<file path="config.mk">
export PLATFORM = sky130hd
export DESIGN_NAME = cdtu_card_detect
export DESIGN_NICKNAME = d
export VERILOG_FILES = /design/src/rtl/cdtu_pkg.sv /design/src/rtl/cdtu_card_detect.sv /design/src/rtl/cdtu_chan_filter.sv /design/src/rtl/cdtu_irq.sv
export SDC_FILE = /design/constraint.sdc
export NUM_CORES = 1
export LEC_CHECK = 0
export ABC_AREA = 1
export ABC_CLOCK_PERIOD_IN_PS = 1850
export BUFFER_PORTS_ARGS = -buffer_cell sky130_fd_sc_hd__buf_4
export CAP_MARGIN = 10
export CORE_UTILIZATION = 45
export CTS_CLUSTER_DIAMETER = 60
export DETAILED_ROUTE_END_ITERATION = 8
export PLACE_DENSITY_LB_ADDON = 0.08
export SLEW_MARGIN = 10
export SYNTH_ARGS = -nofsm -noshare
export SYNTH_HDL_FRONTEND = slang
export SYNTH_SLANG_ARGS = --single-unit
</file>
<file path="constraint.sdc">
create_clock -name sys_clk -period 1.85 [get_ports sys_clk]
set_input_delay 0.185 -clock sys_clk [delete_from_list [all_inputs] [get_ports sys_clk]]
set_output_delay 0.185 -clock sys_clk [all_outputs]
set_load 0.05 [all_outputs]
</file>
<file path="src/rtl/cdtu_pkg.sv">
// Purpose: shared constants of the card detect threshold unit
// Assumes: 8-bit register port, 100 MHz sys_clk
// Notes:   every offset, field position and count of the block lives here, bar the channel count of two
//
// Notes on behaviour
// - i upper bits 3:2 in q upper 7:6
// - i upper bits 1:0 in i lower 7:6
// - q above q upper raises request
// - i below i lower raises request
// - i result read-only, bits 7:6 zero
// - q result writable only in suppress bit 6, bit 7 zero
// - suppress bit blocks requests until next start
// - tx level bit picks full or reduced supply
// - filter bit selects filtered decision, 4.72us window
// - q unstable flag, meaningful with filter only
// - i unstable flag, meaningful with filter only
// - options register only on newer silicon
// - i upper bits 5:4 in q lower 7:6
// - q lower border, request via status flag
package cdtu_pkg;

  // data and address widths
  localparam int DATA_W = 8;
  localparam int ADDR_W = 8;
  localparam int VAL_W  = 6;

  // register offsets, printed ones first
  localparam logic [ADDR_W-1:0] ADDR_OPTIONS  = 8'h3a;
  localparam logic [ADDR_W-1:0] ADDR_Q_LOWER  = 8'h3f;
  localparam logic [ADDR_W-1:0] ADDR_Q_UPPER  = 8'h40;
  localparam logic [ADDR_W-1:0] ADDR_I_LOWER  = 8'h41;
  localparam logic [ADDR_W-1:0] ADDR_I_RESULT = 8'h42;
  localparam logic [ADDR_W-1:0] ADDR_Q_RESULT = 8'h43;
  localparam logic [ADDR_W-1:0] ADDR_IRQ_STAT = 8'h50;
  localparam logic [ADDR_W-1:0] ADDR_IRQ_EN   = 8'h51;
  localparam logic [ADDR_W-1:0] ADDR_IRQ_CLR  = 8'h52;

  // field positions
  localparam int BORDER_LSB   = 0;
  localparam int BORDER_MSB   = 5;
  localparam int SPLIT_LSB    = 6;
  localparam int SPLIT_MSB    = 7;
  localparam int SUPPRESS_BIT = 6;
  localparam int OPT_TX_BIT   = 3;
  localparam int OPT_FILT_BIT = 2;
  localparam int OPT_QUNS_BIT = 1;
  localparam int OPT_IUNS_BIT = 0;
  localparam int IRQ_W        = 1;
  localparam int IRQ_DET_BIT  = 0;

  // reset values
  localparam logic [DATA_W-1:0] RST_BYTE = 8'h00;
  localparam logic [VAL_W-1:0]  RST_VAL  = 6'h00;
  localparam logic [VAL_W-1:0]  VAL_FULL = 6'h3f;

  // reduced transmitter level is supply minus this drop
  localparam int TX_DROP_MV = 400;

  // filtered sampling window, longest time so rounded down
  localparam int CLK_PERIOD_NS  = 10;
  localparam int SAMPLE_TIME_NS = 4720;
  localparam int WIN_W          = 9;
  localparam logic [WIN_W-1:0] SAMPLE_CYCLES =
    WIN_W'(SAMPLE_TIME_NS / CLK_PERIOD_NS);
  localparam logic [WIN_W-1:0] WIN_ZERO = 9'h000;
  localparam logic [WIN_W-1:0] WIN_ONE  = 9'h001;

  // phases of one detection measurement
  typedef enum logic [1:0] {
    PH_IDLE,
    PH_MEASURE
  } cdtu_phase_t;

endpackage // cdtu_pkg

</file>
<file path="src/rtl/cdtu_card_detect.sv">
// Purpose: border comparison and reporting of low power card detection
// Assumes: measurement strobes and samples come from the on-chip timing
//          engine on sys_clk; register master keeps strobes one cycle
// Notes:   NEWER_SILICON chooses whether the options register exists
//
// Chosen here: strobed register access.
`timescale 1ns/1ps
module cdtu_card_detect #(
  parameter bit NEWER_SILICON = 1'b1
) (
  input  wire logic                        sys_clk,
  input  wire logic                        nrst,
  input  wire logic [cdtu_pkg::ADDR_W-1:0] regAddr,
  input  wire logic [cdtu_pkg::DATA_W-1:0] regWrData,
  input  wire logic                        regWr,
  input  wire logic                        regRd,
  output logic      [cdtu_pkg::DATA_W-1:0] regRdData,
  input  wire logic                        measStart,
  input  wire logic                        measSample,
  input  wire logic [cdtu_pkg::VAL_W-1:0]  iSample,
  input  wire logic [cdtu_pkg::VAL_W-1:0]  qSample,
  input  wire logic                        measEnd,
  output logic                             txFullLevel,
  output logic                             noiseFilterEnable,
  output logic                             detectReq,
  output logic                             irq
);

  cdtu_pkg::cdtu_phase_t phase;               // measurement phase
  logic [cdtu_pkg::DATA_W-1:0] qLowerReg;     // q lower plus i upper 5:4
  logic [cdtu_pkg::DATA_W-1:0] qUpperReg;     // q upper plus i upper 3:2
  logic [cdtu_pkg::DATA_W-1:0] iLowerReg;     // i lower plus i upper 1:0
  logic [cdtu_pkg::VAL_W-1:0]  iResult;       // last i value
  logic [cdtu_pkg::VAL_W-1:0]  qResult;       // last q value
  logic                        detectIrqSuppress; // blocks requests
  logic                        qChannelUnstable;  // q changed in window
  logic                        iChannelUnstable;  // i changed in window
  logic [cdtu_pkg::VAL_W-1:0]  iUpperBorder;  // assembled i upper border
  logic [cdtu_pkg::VAL_W-1:0]  chanVal [2];   // filter outputs, i then q
  logic [1:0]                  chanUns;       // filter unstable flags
  logic [1:0]                  chanDone;      // filter finish pulses
  logic                        fStart;        // filter restart
  logic                        fSample;       // sample inside measurement
  logic                        fFinish;       // end inside measurement
  logic                        anyHit;        // some border crossed
  logic                        wrOpt;         // write decodes
  logic                        wrQRes;
  logic                        wrIrqEn;
  logic                        wrIrqClr;
  logic [cdtu_pkg::IRQ_W-1:0]  irqStatus;     // sticky status
  logic [cdtu_pkg::IRQ_W-1:0]  irqEnable;     // interrupt mask
  logic [cdtu_pkg::DATA_W-1:0] next_rdData;   // read mux
  logic                        cardDetectIrqFlag; // status bit view

  // the upper i border is scattered over three registers
  assign iUpperBorder = {
    qLowerReg[cdtu_pkg::SPLIT_MSB:cdtu_pkg::SPLIT_LSB],
    qUpperReg[cdtu_pkg::SPLIT_MSB:cdtu_pkg::SPLIT_LSB],
    iLowerReg[cdtu_pkg::SPLIT_MSB:cdtu_pkg::SPLIT_LSB]};

  // the old silicon has no options register, so decode it away
  assign wrOpt    = regWr && NEWER_SILICON &&
                    (regAddr == cdtu_pkg::ADDR_OPTIONS);
  assign wrQRes   = regWr && (regAddr == cdtu_pkg::ADDR_Q_RESULT);
  assign wrIrqEn  = regWr && (regAddr == cdtu_pkg::ADDR_IRQ_EN);
  assign wrIrqClr = regWr && (regAddr == cdtu_pkg::ADDR_IRQ_CLR);

  // sample and end strobes only count inside a measurement; start always restarts the filters
  assign fStart  = measStart;
  assign fSample = measSample && (phase == cdtu_pkg::PH_MEASURE);
  assign fFinish = measEnd && (phase == cdtu_pkg::PH_MEASURE);

  // phase tracking, a stray end outside a measurement is ignored
  always_ff @(posedge sys_clk)
  begin
    if (!nrst)
      phase <= cdtu_pkg::PH_IDLE;
    else
    begin
      case (phase)
        cdtu_pkg::PH_IDLE:
          if (measStart)
            phase <= cdtu_pkg::PH_MEASURE;
        cdtu_pkg::PH_MEASURE:
          if (measEnd)
            phase <= cdtu_pkg::PH_IDLE;
        default:
          phase <= cdtu_pkg::PH_IDLE;
      endcase
    end
  end

  // one sampler per channel: index 0 is i, index 1 is q
  genvar c;
  generate
    for (c = 0; c < 2; c++)
    begin : g_chan
      cdtu_chan_filter u_filter (
        .sys_clk     (sys_clk),
        .nrst        (nrst),
        .start       (fStart),
        .sampleValid (fSample),
        .sample      ((c == 0) ? iSample : qSample),
        .finish      (fFinish),
        .filterOn    (noiseFilterEnable),
        .value       (chanVal[c]),
        .unstable    (chanUns[c]),
        .done        (chanDone[c])
      );
    end
  endgenerate

  // border crossings on the stable filter outputs
  assign anyHit =
    (chanVal[0] > iUpperBorder) ||
    (chanVal[1] > qUpperReg[cdtu_pkg::BORDER_MSB:cdtu_pkg::BORDER_LSB]) ||
    (chanVal[0] < iLowerReg[cdtu_pkg::BORDER_MSB:cdtu_pkg::BORDER_LSB]) ||
    (chanVal[1] < qLowerReg[cdtu_pkg::BORDER_MSB:cdtu_pkg::BORDER_LSB]);

  // border registers, whole bytes writable
  always_ff @(posedge sys_clk)
  begin
    if (!nrst)
    begin
      qLowerReg <= cdtu_pkg::RST_BYTE;
      qUpperReg <= cdtu_pkg::RST_BYTE;
      iLowerReg <= cdtu_pkg::RST_BYTE;
    end
    else if (regWr)
    begin
      if (regAddr == cdtu_pkg::ADDR_Q_LOWER)
        qLowerReg <= regWrData;
      if (regAddr == cdtu_pkg::ADDR_Q_UPPER)
        qUpperReg <= regWrData;
      if (regAddr == cdtu_pkg::ADDR_I_LOWER)
        iLowerReg <= regWrData;
    end
  end

  // options: level and filter writable, flags follow each measurement
  always_ff @(posedge sys_clk)
  begin
    if (!nrst)
    begin
      txFullLevel       <= 1'b0;
      noiseFilterEnable <= 1'b0;
    end
    else if (wrOpt)
    begin
      txFullLevel       <= regWrData[cdtu_pkg::OPT_TX_BIT];
      noiseFilterEnable <= regWrData[cdtu_pkg::OPT_FILT_BIT];
    end
  end

  // results and flags taken once per measurement, at filter finish
  always_ff @(posedge sys_clk)
  begin
    if (!nrst)
    begin
      iResult          <= cdtu_pkg::RST_VAL;
      qResult          <= cdtu_pkg::RST_VAL;
      iChannelUnstable <= 1'b0;
      qChannelUnstable <= 1'b0;
    end
    else if (chanDone[0])
    begin
      iResult          <= chanVal[0];
      qResult          <= chanVal[1];
      iChannelUnstable <= chanUns[0];
      qChannelUnstable <= chanUns[1];
    end
  end

  // suppress bit: software set wins over the restart clear
  always_ff @(posedge sys_clk)
  begin
    if (!nrst)
      detectIrqSuppress <= 1'b0;
    else if (wrQRes && regWrData[cdtu_pkg::SUPPRESS_BIT])
      detectIrqSuppress <= 1'b1;
    else if (measStart)
      detectIrqSuppress <= 1'b0;
    else if (wrQRes)
      detectIrqSuppress <= 1'b0;
  end

  // one request pulse per measurement, raised with the new results
  always_ff @(posedge sys_clk)
  begin
    if (!nrst)
      detectReq <= 1'b0;
    else
      detectReq <= chanDone[0] && anyHit && !detectIrqSuppress;
  end

  // detection request feeds the sticky status flag
  cdtu_irq u_irq (
    .sys_clk (sys_clk),
    .nrst    (nrst),
    .eventIn (detectReq),
    .clrWr   (wrIrqClr),
    .clrData (regWrData[cdtu_pkg::IRQ_W-1:0]),
    .enWr    (wrIrqEn),
    .enData  (regWrData[cdtu_pkg::IRQ_W-1:0]),
    .status  (irqStatus),
    .enable  (irqEnable),
    .irq     (irq)
  );
  assign cardDetectIrqFlag = irqStatus[cdtu_pkg::IRQ_DET_BIT];

  // read mux, reserved bits and unmapped addresses give zero
  always_comb
  begin
    next_rdData = cdtu_pkg::RST_BYTE;
    case (regAddr)
      cdtu_pkg::ADDR_OPTIONS:
        if (NEWER_SILICON)
        begin
          next_rdData[cdtu_pkg::OPT_TX_BIT]   = txFullLevel;
          next_rdData[cdtu_pkg::OPT_FILT_BIT] = noiseFilterEnable;
          next_rdData[cdtu_pkg::OPT_QUNS_BIT] = qChannelUnstable;
          next_rdData[cdtu_pkg::OPT_IUNS_BIT] = iChannelUnstable;
        end
      cdtu_pkg::ADDR_Q_LOWER:  next_rdData = qLowerReg;
      cdtu_pkg::ADDR_Q_UPPER:  next_rdData = qUpperReg;
      cdtu_pkg::ADDR_I_LOWER:  next_rdData = iLowerReg;
      cdtu_pkg::ADDR_I_RESULT:
        next_rdData[cdtu_pkg::BORDER_MSB:cdtu_pkg::BORDER_LSB] =
          iResult;
      cdtu_pkg::ADDR_Q_RESULT:
      begin
        next_rdData[cdtu_pkg::BORDER_MSB:cdtu_pkg::BORDER_LSB] =
          qResult;
        next_rdData[cdtu_pkg::SUPPRESS_BIT] = detectIrqSuppress;
      end
      cdtu_pkg::ADDR_IRQ_STAT:
        next_rdData[cdtu_pkg::IRQ_DET_BIT] = cardDetectIrqFlag;
      cdtu_pkg::ADDR_IRQ_EN:
        next_rdData[cdtu_pkg::IRQ_W-1:0] = irqEnable;
      default:
        next_rdData = cdtu_pkg::RST_BYTE;
    endcase
  end

  // read data stand in the cycle after the strobe only
  always_ff @(posedge sys_clk)
  begin
    if (!nrst)
      regRdData <= cdtu_pkg::RST_BYTE;
    else if (regRd)
      regRdData <= next_rdData;
    else
      regRdData <= cdtu_pkg::RST_BYTE;
  end

  // checks on the visible behaviour
  chk_i_upper_hit: assert property (@(posedge sys_clk) disable iff (!nrst)
    (chanDone[0] && !detectIrqSuppress && (chanVal[0] > iUpperBorder))
      |=> detectReq)
    else $error("i above upper border raised no request");

  chk_q_upper_hit: assert property (@(posedge sys_clk) disable iff (!nrst)
    (chanDone[0] && !detectIrqSuppress &&
     (chanVal[1] > qUpperReg[cdtu_pkg::BORDER_MSB:cdtu_pkg::BORDER_LSB]))
      |=> detectReq)
    else $error("q above upper border raised no request");

  chk_i_lower_hit: assert property (@(posedge sys_clk) disable iff (!nrst)
    (chanDone[0] && !detectIrqSuppress &&
     (chanVal[0] < iLowerReg[cdtu_pkg::BORDER_MSB:cdtu_pkg::BORDER_LSB]))
      |=> detectReq)
    else $error("i below lower border raised no request");

  chk_q_lower_hit: assert property (@(posedge sys_clk) disable iff (!nrst)
    (chanDone[0] && !detectIrqSuppress &&
     (chanVal[1] < qLowerReg[cdtu_pkg::BORDER_MSB:cdtu_pkg::BORDER_LSB]))
      |=> detectReq)
    else $error("q below lower border raised no request");

  chk_no_false_req: assert property (@(posedge sys_clk) disable iff (!nrst)
    !(chanDone[0] && anyHit) |=> !detectReq)
    else $error("request without a border crossing");

  chk_suppress_block: assert property (@(posedge sys_clk) disable iff (!nrst)
    detectIrqSuppress |=> !detectReq)
    else $error("request raised while suppressed");

  chk_result_take: assert property (@(posedge sys_clk) disable iff (!nrst)
    measEnd && (phase == cdtu_pkg::PH_MEASURE) |=> ##1
      (iResult == $past(chanVal[0])) && (qResult == $past(chanVal[1])))
    else $error("results not taken at measurement end");

  chk_i_res_resv: assert property (@(posedge sys_clk) disable iff (!nrst)
    regRd && (regAddr == cdtu_pkg::ADDR_I_RESULT) |=>
      regRdData[cdtu_pkg::SPLIT_MSB:cdtu_pkg::SPLIT_LSB] == 2'b00)
    else $error("reserved i result bits read nonzero");

  chk_q_res_resv: assert property (@(posedge sys_clk) disable iff (!nrst)
    regRd && (regAddr == cdtu_pkg::ADDR_Q_RESULT) |=>
      !regRdData[cdtu_pkg::SPLIT_MSB])
    else $error("reserved q result bit read nonzero");

  chk_tx_level_wr: assert property (@(posedge sys_clk) disable iff (!nrst)
    wrOpt |=> txFullLevel == $past(regWrData[cdtu_pkg::OPT_TX_BIT]))
    else $error("tx level did not follow the options write");

  chk_unstable_gate: assert property (@(posedge sys_clk) disable iff (!nrst)
    fFinish && !noiseFilterEnable |=> ##1
      !iChannelUnstable && !qChannelUnstable)
    else $error("unstable flag set without the filter");

  chk_opt_resv: assert property (@(posedge sys_clk) disable iff (!nrst)
    regRd && (regAddr == cdtu_pkg::ADDR_OPTIONS) |=>
      (regRdData[cdtu_pkg::DATA_W-1:cdtu_pkg::OPT_TX_BIT+1] == '0) &&
      (NEWER_SILICON || (regRdData == cdtu_pkg::RST_BYTE)))
    else $error("options read shows reserved or missing bits");

  chk_req_to_irq: assert property (@(posedge sys_clk) disable iff (!nrst)
    detectReq ##1 irqEnable[cdtu_pkg::IRQ_DET_BIT] |-> ##1 irq)
    else $error("request did not reach the interrupt output");

  cov_detect_irq: cover property (@(posedge sys_clk) disable iff (!nrst)
    detectReq ##[1:3] irq);
  cov_suppressed: cover property (@(posedge sys_clk) disable iff (!nrst)
    detectIrqSuppress && chanDone[0] && anyHit);
  cov_unstable: cover property (@(posedge sys_clk) disable iff (!nrst)
    noiseFilterEnable && chanDone[0] && chanUns[1]);

endmodule // cdtu_card_detect

</file>
<file path="src/rtl/cdtu_chan_filter.sv">
// Purpose: per-channel sampler and noise filter of one measurement
// Assumes: samples come from logic on sys_clk, no synchroniser needed
// Notes:   filtered value is the midpoint of the spread seen in the window
`timescale 1ns/1ps
module cdtu_chan_filter (
  input  wire logic                      sys_clk,
  input  wire logic                      nrst,
  input  wire logic                      start,
  input  wire logic                      sampleValid,
  input  wire logic [cdtu_pkg::VAL_W-1:0] sample,
  input  wire logic                      finish,
  input  wire logic                      filterOn,
  output logic      [cdtu_pkg::VAL_W-1:0] value,
  output logic                           unstable,
  output logic                           done
);

  logic [cdtu_pkg::VAL_W-1:0] minV;     // smallest sample in window
  logic [cdtu_pkg::VAL_W-1:0] maxV;     // largest sample in window
  logic [cdtu_pkg::VAL_W-1:0] lastV;    // most recent sample
  logic [cdtu_pkg::WIN_W-1:0] winCount; // cycles since start, saturating
  logic                       inWin;    // filter may still sample
  logic [cdtu_pkg::VAL_W:0]   midSum;   // min plus max, one bit wider

  // samples beyond the window would lengthen rf-on time, so the filter drops them
  assign inWin  = (winCount < cdtu_pkg::SAMPLE_CYCLES);
  assign midSum = {1'b0, minV} + {1'b0, maxV};

  // window counter runs from start and stops at its bound
  always_ff @(posedge sys_clk)
  begin
    if (!nrst)
      winCount <= cdtu_pkg::WIN_ZERO;
    else if (start)
      winCount <= cdtu_pkg::WIN_ZERO;
    else if (inWin)
      winCount <= winCount + cdtu_pkg::WIN_ONE;
  end

  // spread tracking in both modes; plain mode uses only the last sample
  always_ff @(posedge sys_clk)
  begin
    if (!nrst || start)
    begin
      minV  <= cdtu_pkg::VAL_FULL;
      maxV  <= cdtu_pkg::RST_VAL;
      lastV <= cdtu_pkg::RST_VAL;
    end
    else if (sampleValid && (inWin || !filterOn))
    begin
      lastV <= sample;
      if (sample < minV)
        minV <= sample;
      if (sample > maxV)
        maxV <= sample;
    end
  end

  // result registered at finish; no sample seen gives the empty value
  always_ff @(posedge sys_clk)
  begin
    if (!nrst)
    begin
      value    <= cdtu_pkg::RST_VAL;
      unstable <= 1'b0;
      done     <= 1'b0;
    end
    else
    begin
      done <= finish;
      if (finish)
      begin
        if (filterOn && (minV <= maxV))
          value <= midSum[cdtu_pkg::VAL_W:1];
        else
          value <= lastV;
        unstable <= filterOn && (minV < maxV);
      end
    end
  end

  chk_win_bound: assert property (@(posedge sys_clk) disable iff (!nrst)
    winCount <= cdtu_pkg::SAMPLE_CYCLES)
    else $error("sample window counter ran past its bound");

endmodule // cdtu_chan_filter

</file>
<file path="src/rtl/cdtu_irq.sv">
// Purpose: sticky interrupt status with enable and write-one clear
// Assumes: event pulses and register strobes on sys_clk
// Notes:   a set in the clearing cycle wins over the clear
`timescale 1ns/1ps
module cdtu_irq (
  input  wire logic                      sys_clk,
  input  wire logic                      nrst,
  input  wire logic [cdtu_pkg::IRQ_W-1:0] eventIn,
  input  wire logic                      clrWr,
  input  wire logic [cdtu_pkg::IRQ_W-1:0] clrData,
  input  wire logic                      enWr,
  input  wire logic [cdtu_pkg::IRQ_W-1:0] enData,
  output logic      [cdtu_pkg::IRQ_W-1:0] status,
  output logic      [cdtu_pkg::IRQ_W-1:0] enable,
  output logic                           irq
);

  // sticky status per event bit, set beats clear
  genvar b;
  generate
    for (b = 0; b < cdtu_pkg::IRQ_W; b++)
    begin : g_bit
      always_ff @(posedge sys_clk)
      begin
        if (!nrst)
          status[b] <= 1'b0;
        else if (eventIn[b])
          status[b] <= 1'b1;
        else if (clrWr && clrData[b])
          status[b] <= 1'b0;
      end
    end
  endgenerate

  // enable mask written as a whole
  always_ff @(posedge sys_clk)
  begin
    if (!nrst)
      enable <= '0;
    else if (enWr)
      enable <= enData;
  end

  // registered level, one cycle behind status
  always_ff @(posedge sys_clk)
  begin
    if (!nrst)
      irq <= 1'b0;
    else
      irq <= |(status & enable);
  end

  chk_set_wins: assert property (@(posedge sys_clk) disable iff (!nrst)
    (eventIn[cdtu_pkg::IRQ_DET_BIT] && clrWr) |=>
      status[cdtu_pkg::IRQ_DET_BIT])
    else $error("event lost against a clear");

  chk_irq_level: assert property (@(posedge sys_clk) disable iff (!nrst)
    (status & enable) != '0 |=> irq)
    else $error("enabled status did not raise the interrupt");

endmodule // cdtu_irq

</file>
# [After elaboration in Yosys (flattened, before gate mapping)]
# Cells that the tools add are included.
[totals] latchBits=0 mem_bits_rw=0 n_memories=0 output_inout_bits=12 romBits=0 register_bits=124
[classes] eq_ne=12 muxes=15 bitwise=2 n_reduce_logical=38 multipliers=0 n_lt_le_gt_ge=14 shift=0 n_addsub=4 div_mod_pow=0
[op_table] cell="== test 8 x 7 -> 1 bit (second input constant)" count=7
[op_table] cell="less-than comparator 6 bit" count=6
[op_table] cell="> comparator 6 bit" count=4
[op_table] cell="adder 9 x 1 -> 9 bit (second input constant)" count=2
[op_table] cell="less-than comparator 9 bit (second input constant)" count=2
[op_table] cell="one-hot mux 3 bit (6 select lines)" count=1
[op_table] cell="AND reduction 2 bit" count=9
[op_table] cell="== test 8 x 6 -> 1 bit (second input constant)" count=2
[op_table] cell="logical AND 1 bit" count=16
[op_table] cell="adder 6 x 6 -> 7 bit" count=2
[op_table] cell="<= comparator 6 bit" count=2
[op_table] cell="two-way mux 6 bit" count=2
[op_table] cell="one-hot mux 2 bit (5 select lines)" count=1
[op_table] cell="one-hot mux 1 bit (8 select lines)" count=1
[op_table] cell="logical OR 1 bit" count=6
[op_table] cell="two-way mux 1 bit" count=5
[op_table] cell="two-way mux 2 bit" count=2
[op_table] cell="inequality test 2 bit (second input constant)" count=2
[op_table] cell="one-hot mux 1 bit (4 select lines)" count=1
[op_table] cell="one-hot mux 2 bit (2 select lines)" count=1
[op_table] cell="logical NOT 1 bit" count=3
[op_table] cell="one-hot mux 1 bit (3 select lines)" count=1
[op_table] cell="nonzero test 3 bit" count=1
[op_table] cell="== test 2 x 1 -> 1 bit (second input constant)" count=1
[op_table] cell="other kinds (5)" count=5

# [Longest topological paths before layout]
[logic_depth] ltp_word=6 mapped_depth=13 depth_no_buf=13

# [Modules after synthesis]
# Synthesis repeated with hierarchy kept, for this count alone.
[hier_totals] cells_unflattened=1002 area_unflattened_um2=7213.2
[modules_own_cells] mod="cdtu_card_detect" seq_area_each_um2=1021.0 cells_each=394 area_per_inst_um2=2841.5 n_inst=1
[modules_own_cells] mod="cdtu_chan_filter at g_chan[1].u_filter" seq_area_each_um2=700.7 cells_each=305 area_per_inst_um2=2164.6 n_inst=1
[modules_own_cells] mod="cdtu_chan_filter at g_chan[0].u_filter" seq_area_each_um2=700.7 cells_each=289 area_per_inst_um2=2099.5 n_inst=1
[modules_own_cells] mod="cdtu_irq" seq_area_each_um2=60.1 cells_each=14 area_per_inst_um2=107.6 n_inst=1

# [Worst setup path before layout]
# OpenSTA, ideal clock, no wires.
[synth_path] path_type="register to register" start="reg g_chan[1].u_filter.maxV[1] (netlist bit)" end="reg g_chan[1].u_filter.maxV[3] (netlist bit)" n_path_buf=1 setup_ns=0.118 synth_period_minus_slack_ns=1.662 stages_incl_launch_ff=12 t_arrival_ns=1.545 setup_slack_ns=0.188 path_cell_list="dfxtp_1 inv_1 ha_1 inv_1 nor2_1 o21ai_0 inv_1 nor2_1 clkbuf_1 o21ai_0 nand2_1 nor2_1"
[synth_between] elab_chain_cells=2
[synth_rtl] item="start: declaration" line_no="cdtu_chan_filter.sv:19" rtl="logic [cdtu_pkg::VAL_W-1:0] maxV;"
[synth_rtl] item="start signal: assignment" line_no="cdtu_chan_filter.sv:46" rtl="maxV <= cdtu_pkg::RST_VAL;"
[synth_rtl] item="start signal: assignment" line_no="cdtu_chan_filter.sv:55" rtl="maxV <= sample;"
[synth_rtl] item="> comparator 6 bit" line_no="cdtu_chan_filter.sv:54" rtl="if (sample > maxV)"
[synth_rtl] item="AND reduction 2 bit (no line)"
# No other way between the ends.
# A chain may end at the register's enable or synchronous reset.

# [Worst setup path in the final report]
[layout_path] start="reg g_chan[1].u_filter.maxV[1] (netlist bit)" end="reg g_chan[1].u_filter.value[3] (netlist bit)"
[layout_between] elab_chain_cells=3 word_cells_on_any_way=4 classes_between="add/sub: 1; order compare: 1; mux: 1; reduce/logical: 1"
[layout_rtl] item="<= comparator 6 bit" line_no="cdtu_chan_filter.sv:73" rtl="if (filterOn && (minV <= maxV))"
[layout_rtl] item="logical AND 1 bit" line_no="cdtu_chan_filter.sv:73"
[layout_rtl] item="two-way mux 6 bit (*)" line_no="cdtu_chan_filter.sv:73"
[layout_rtl] item="end signal: assignment" line_no="cdtu_chan_filter.sv:64" rtl="value <= cdtu_pkg::RST_VAL;"
[layout_rtl] item="end signal: assignment" line_no="cdtu_chan_filter.sv:74" rtl="value <= midSum[cdtu_pkg::VAL_W:1];"
[layout_rtl] item="end signal: assignment" line_no="cdtu_chan_filter.sv:76" rtl="value <= lastV;"
[layout_rtl] item="end: declaration" line_no="cdtu_chan_filter.sv:13" rtl="output logic [cdtu_pkg::VAL_W-1:0] value,"
# Mark *: on every way between the ends. The rest lies on a longest branch, timed or not.

==> flow_results.xml <==
<?xml version="1.0" encoding="UTF-8"?>
<metrics>
  <group name="outcome">
    <metric name="result_of_the_run" unit="">finished clean</metric>
  </group>
  <group name="sta">
    <metric name="final_setup_skew" unit="ns">0.00995</metric>
    <metric name="fin_crit_sh" unit="%">91.8</metric>
    <metric name="final.setup.tns" unit="ns">0</metric>
    <metric name="grt_setup_unrepaired" unit="">no</metric>
    <metric name="worstMarginPinSlew" unit="ns">0.519</metric>
    <metric name="slew_headroom" unit="%">65.3</metric>
    <metric name="timing.final.max_slew_violations" unit="">0</metric>
    <metric name="hold_viol_final" unit="">0</metric>
    <metric name="final_period_minus_worst_setup_slack" unit="ns">1.70</metric>
    <metric name="setup_violations" unit="">0</metric>
    <metric name="max_freq" unit="MHz">589</metric>
  </group>
  <group name="clocking">
    <metric name="tritoncts.num_buffers" unit="">17</metric>
    <metric name="tritoncts" unit="">built</metric>
    <metric name="cts_post_setup_buffers_inserted" unit="">0</metric>
    <metric name="clock-root-buffer" unit="">sky130_fd_sc_hd__clkbuf_16</metric>
    <metric name="clk_latency" unit="ns">0.42</metric>
    <metric name="holdBufCountCts" unit="">0</metric>
    <metric name="ctsHtreeMaxLevel" unit="">4</metric>
    <metric name="cts.path.max_buffers" unit="">2</metric>
    <metric name="clkSinkCount" unit="">123</metric>
    <metric name="cts.clk_slew.worst_paths" unit="ns">0.06</metric>
  </group>
  <group name="floorplanning">
    <metric name="dieHeight" unit="µm">126</metric>
    <metric name="start_util" unit="%">46.9</metric>
    <metric name="floorplan.die.width" unit="µm">126</metric>
    <metric name="rows" unit="">44</metric>
    <metric name="floorplan.die_area" unit="µm²">15900</metric>
    <metric name="core_region_area" unit="µm²">14800</metric>
    <metric name="num_io_pins" unit="">47</metric>
  </group>
  <group name="place">
    <metric name="number_of_buffer_cells_added_on_primary_ports" unit="">46</metric>
    <metric name="routabilityCongestion" unit="">0.859</metric>
    <metric name="hpwlAfterDp" unit="µm">13300</metric>
    <metric name="numPlacedInstances" unit="">1205</metric>
  </group>
  <group name="critical_path">
    <metric name="reg2reg_to" unit="">g_chan[1].u_filter.value[3]$_SDFFE_PN0P_</metric>
    <metric name="timing.setup.critical_path_class" unit="">flop to flop</metric>
    <metric name="crit_slowest_cell" unit="">sky130_fd_sc_hd__fa_2</metric>
    <metric name="worstPathCellList" unit="">inv_1, buf_4, buf_4, fa_2, inv_1, nand2_1, nand2_1, xor2_1, nand2_1, nand3_1, nand2_1</metric>
    <metric name="timing.critical_path.mode_cell" unit="">sky130_fd_sc_hd__nand2_1</metric>
    <metric name="regToRegStartpoint" unit="">g_chan[1].u_filter.maxV[1]$_SDFFE_PP0P_</metric>
    <metric name="cp_arrival" unit="ns">2.02</metric>
    <metric name="timing.reg2reg.setup_slack" unit="ns">0.15</metric>
    <metric name="critical_path_required" unit="ns">2.17</metric>
    <metric name="worst-path-max-fanout" unit="">2</metric>
    <metric name="path_delay_family" unit="">adder cells</metric>
    <metric name="timing.critical_path.slowest_cell_delay" unit="ns">0.39</metric>
    <metric name="worstRegToRegCells" unit="">11</metric>
    <metric name="cp_num_buf_inv" unit="">4</metric>
    <metric name="crit_path_end_kind" unit="">flop</metric>
    <metric name="crit_path_start_kind" unit="">flop</metric>
  </group>
  <group name="hold_path">
    <metric name="holdCritPathClass" unit="">primary input to flop</metric>
    <metric name="hold_path_depth" unit="">3</metric>
    <metric name="hold_path_end" unit="">iLowerReg[4]$_SDFFE_PN0P_</metric>
    <metric name="hold_path.startpoint" unit="">regWrData[4]</metric>
  </group>
  <group name="grt">
    <metric name="grtUsageTotal" unit="%">22.8</metric>
    <metric name="grt-ovfl-total" unit="">0</metric>
    <metric name="grt_antenna_before_repair" unit="">0</metric>
    <metric name="grt_pass1_wl" unit="µm">28600</metric>
    <metric name="grt_start_max_net_pins" unit="">30</metric>
    <metric name="first_global_vias" unit="">5761</metric>
  </group>
  <group name="yosys">
    <metric name="synth.lib_cells_used.distinct" unit="">40</metric>
    <metric name="syn_area" unit="µm²">6920</metric>
    <metric name="asyncSetResetFlopFracSynth" unit="%">0</metric>
    <metric name="synth_seq_area_share" unit="%">35.6</metric>
    <metric name="synth_edf_count" unit="">0</metric>
    <metric name="postSynthCellCount" unit="">964</metric>
    <metric name="ys_dominant_reg_cell" unit="">sky130_fd_sc_hd__dfxtp_1</metric>
    <metric name="yosysWarnings" unit="">0</metric>
    <metric name="syn-num-nets" unit="">1071</metric>
    <metric name="average_footprint_of_a_synthesized_cell" unit="µm²">7.18</metric>
    <metric name="synth.ff_latch_count" unit="">123</metric>
  </group>
  <group name="finish">
    <metric name="ff_latch_area" unit="µm²">2460</metric>
    <metric name="final_cells" unit="">1237</metric>
    <metric name="layout.cells.most_common_list" unit="">176 x sky130_fd_sc_hd__nand2_1, 141 x sky130_fd_sc_hd__inv_1, 121 x sky130_fd_sc_hd__dfxtp_1, 90 x sky130_fd_sc_hd__nor2_1, 87 x sky130_fd_sc_hd__o21ai_0</metric>
    <metric name="final_layout_size_suffix_gt1_share" unit="%">15.4</metric>
    <metric name="area_overhead_of_the_layout_relative_to_synthesis" unit="%">20.3</metric>
    <metric name="num-fill-cells" unit="">1437</metric>
    <metric name="design.final.nets" unit="">1147</metric>
    <metric name="insertedDiodeCount" unit="">0</metric>
    <metric name="mostFrequentLayoutCell" unit="">sky130_fd_sc_hd__nand2_1</metric>
    <metric name="multi_input_area" unit="µm²">3860</metric>
  </group>
  <group name="route">
    <metric name="ant_nets" unit="">0</metric>
    <metric name="1st_pass_router_iterations" unit="">5</metric>
    <metric name="drc" unit="">0</metric>
    <metric name="detailroute.via_count" unit="">6167</metric>
    <metric name="drt_first_iter_violations" unit="">317</metric>
    <metric name="drt_wl_total" unit="µm">17400</metric>
    <metric name="drt-vias-per-instance" unit="">4.99</metric>
    <metric name="routedWlPerCell" unit="µm">14.1</metric>
  </group>
  <group name="power">
    <metric name="power_per_cell_area" unit="nW/µm²">810</metric>
    <metric name="p_leak" unit="nW">4.01</metric>
    <metric name="vdd_ir_drop_max" unit="µV">643</metric>
    <metric name="totalPowerFinal" unit="mW">6.74</metric>
  </group>
  <group name="run">
    <metric name="cap_violations" unit="">0</metric>
  </group>
</metrics>
[per-stage QoR]
stage | hold slack (ns) | instance area (µm²) | util (%) | setup WS (ns)
6_report | 0.0251 | 8330 | 56.5 | 0.152
5_1_grt | 0.0372 | 8330 | 56.5 | 0.0130
4_1_cts | 0.0190 | 8250 | 55.9 | 0.0195
3_5_place_dp | 0.439 | 7630 | 51.7 | -0.109
3_3_place_gp | 0.437 | 7630 | 51.7 | -0.0686
2_1_floorplan | 0.314 | 6920 | - | 0.188
[worst max path at each step]
stage,start,slack (ns),cells after the start,to
final,g_chan[1].u_filter.maxV[1]$_SDFFE_PP0P_,0.15,11,g_chan[1].u_filter.value[3]$_SDFFE_PN0P_
after global routing,g_chan[1].u_filter.minV[5]$_SDFFE_PP1P_,0.01,8,g_chan[1].u_filter.minV[0]$_SDFFE_PP1P_
after CTS,g_chan[1].u_filter.maxV[5]$_SDFFE_PP0P_,0.02,13,g_chan[1].u_filter.value[3]$_SDFFE_PN0P_
after detailed placement,g_chan[1].u_filter.maxV[1]$_SDFFE_PP0P_,-0.11,10,g_chan[1].u_filter.maxV[3]$_SDFFE_PP0P_
after global placement,g_chan[1].u_filter.maxV[1]$_SDFFE_PP0P_,-0.07,10,g_chan[1].u_filter.maxV[5]$_SDFFE_PP0P_
after floorplan,g_chan[1].u_filter.maxV[1]$_SDFFE_PP0P_,0.19,11,g_chan[1].u_filter.maxV[3]$_SDFFE_PP0P_
[synthesized netlist by cell type, types with 4 or more instances]
master                     instances  share of area, %
sky130_fd_sc_hd__nand2_1         182               9.9
sky130_fd_sc_hd__inv_1           143               7.8
sky130_fd_sc_hd__dfxtp_1         123                36
sky130_fd_sc_hd__nor2_1           93               5.0
sky130_fd_sc_hd__o21ai_0          88               6.4
sky130_fd_sc_hd__a21oi_1          81               5.9
sky130_fd_sc_hd__nand3_1          76               5.5
sky130_fd_sc_hd__ha_1             70                13
sky130_fd_sc_hd__nor3_1           19               1.4
sky130_fd_sc_hd__clkbuf_1         14              0.76
sky130_fd_sc_hd__inv_2             6              0.33
sky130_fd_sc_hd__nand4_1           5              0.45
sky130_fd_sc_hd__a211oi_1          4              0.43
sky130_fd_sc_hd__a21oi_2           4              0.51
sky130_fd_sc_hd__nand2_4           4              0.65
sky130_fd_sc_hd__o22ai_1           4              0.36
sky130_fd_sc_hd__xor2_1            4              0.51
[power by group]
part / total (mW) / leakage [nW] / internal, mW / switching [mW]
combinational: 0.584 / 2.72 / 0.229 / 0.355
sequential: 2.73 / 0.996 / 2.69 / 0.0316
clock: 3.43 / 0.292 / 2.22 / 1.21
total: 6.74 / 4.01 / 5.15 / 1.60
[registers in the layout (all words and copies together), names as in the netlist, 12 cells and up]
name,cells
g_chan.u_filter.winCount,18
g_chan.u_filter.lastV,12
g_chan.u_filter.maxV,12
g_chan.u_filter.minV,12
g_chan.u_filter.value,12
[final cells by class]
type,instances,area share (%)
sequential,123,29.6
clock inverter,10,1.68
timing repair buffer,80,7.21
multi-input combinational,669,46.3
tap,184,2.76
inverter,149,6.74
clock buffer,22,5.69
[worst reg2reg max path, cell delays in order (launching register included)]
cell,delay (ns)
sky130_fd_sc_hd__dfxtp_1,0.33
sky130_fd_sc_hd__inv_1,0.06
sky130_fd_sc_hd__buf_4,0.13
sky130_fd_sc_hd__buf_4,0.13
sky130_fd_sc_hd__fa_2,0.39
sky130_fd_sc_hd__inv_1,0.06
sky130_fd_sc_hd__nand2_1,0.06
sky130_fd_sc_hd__nand2_1,0.08
sky130_fd_sc_hd__xor2_1,0.15
sky130_fd_sc_hd__nand2_1,0.07
sky130_fd_sc_hd__nand3_1,0.07
sky130_fd_sc_hd__nand2_1,0.05
[cells by family after synthesis]
logic type | Yosys count | share of synthesized area [%]
adder cells (fa/ha/maj) | 72 | 13.2
AO/OA/AOI/OAI | 198 | 15.5
AND/OR/NAND/NOR | 392 | 24.9
buffers and inverters | 172 | 9.91
flip-flops | 123 | 35.6
XOR/XNOR | 7 | 0.886
[timing repair]
action                     in CTS  in global routing
gates resized for setup         3                 23
setup endpoints to repair      17                 23
pin swaps                       0                  0
[metal layers]
| metal | GRT usage (%) | part of all wire [%] |
|---|---|---|
| met1 | 29.7 | 49 |
| met2 | 37.0 | 45 |
| met3 | 5.14 | 4.1 |
| met4 | 8.15 | 2.1 |
| met5 | 0 | 0 |
(Power assumes the default switching activity.)
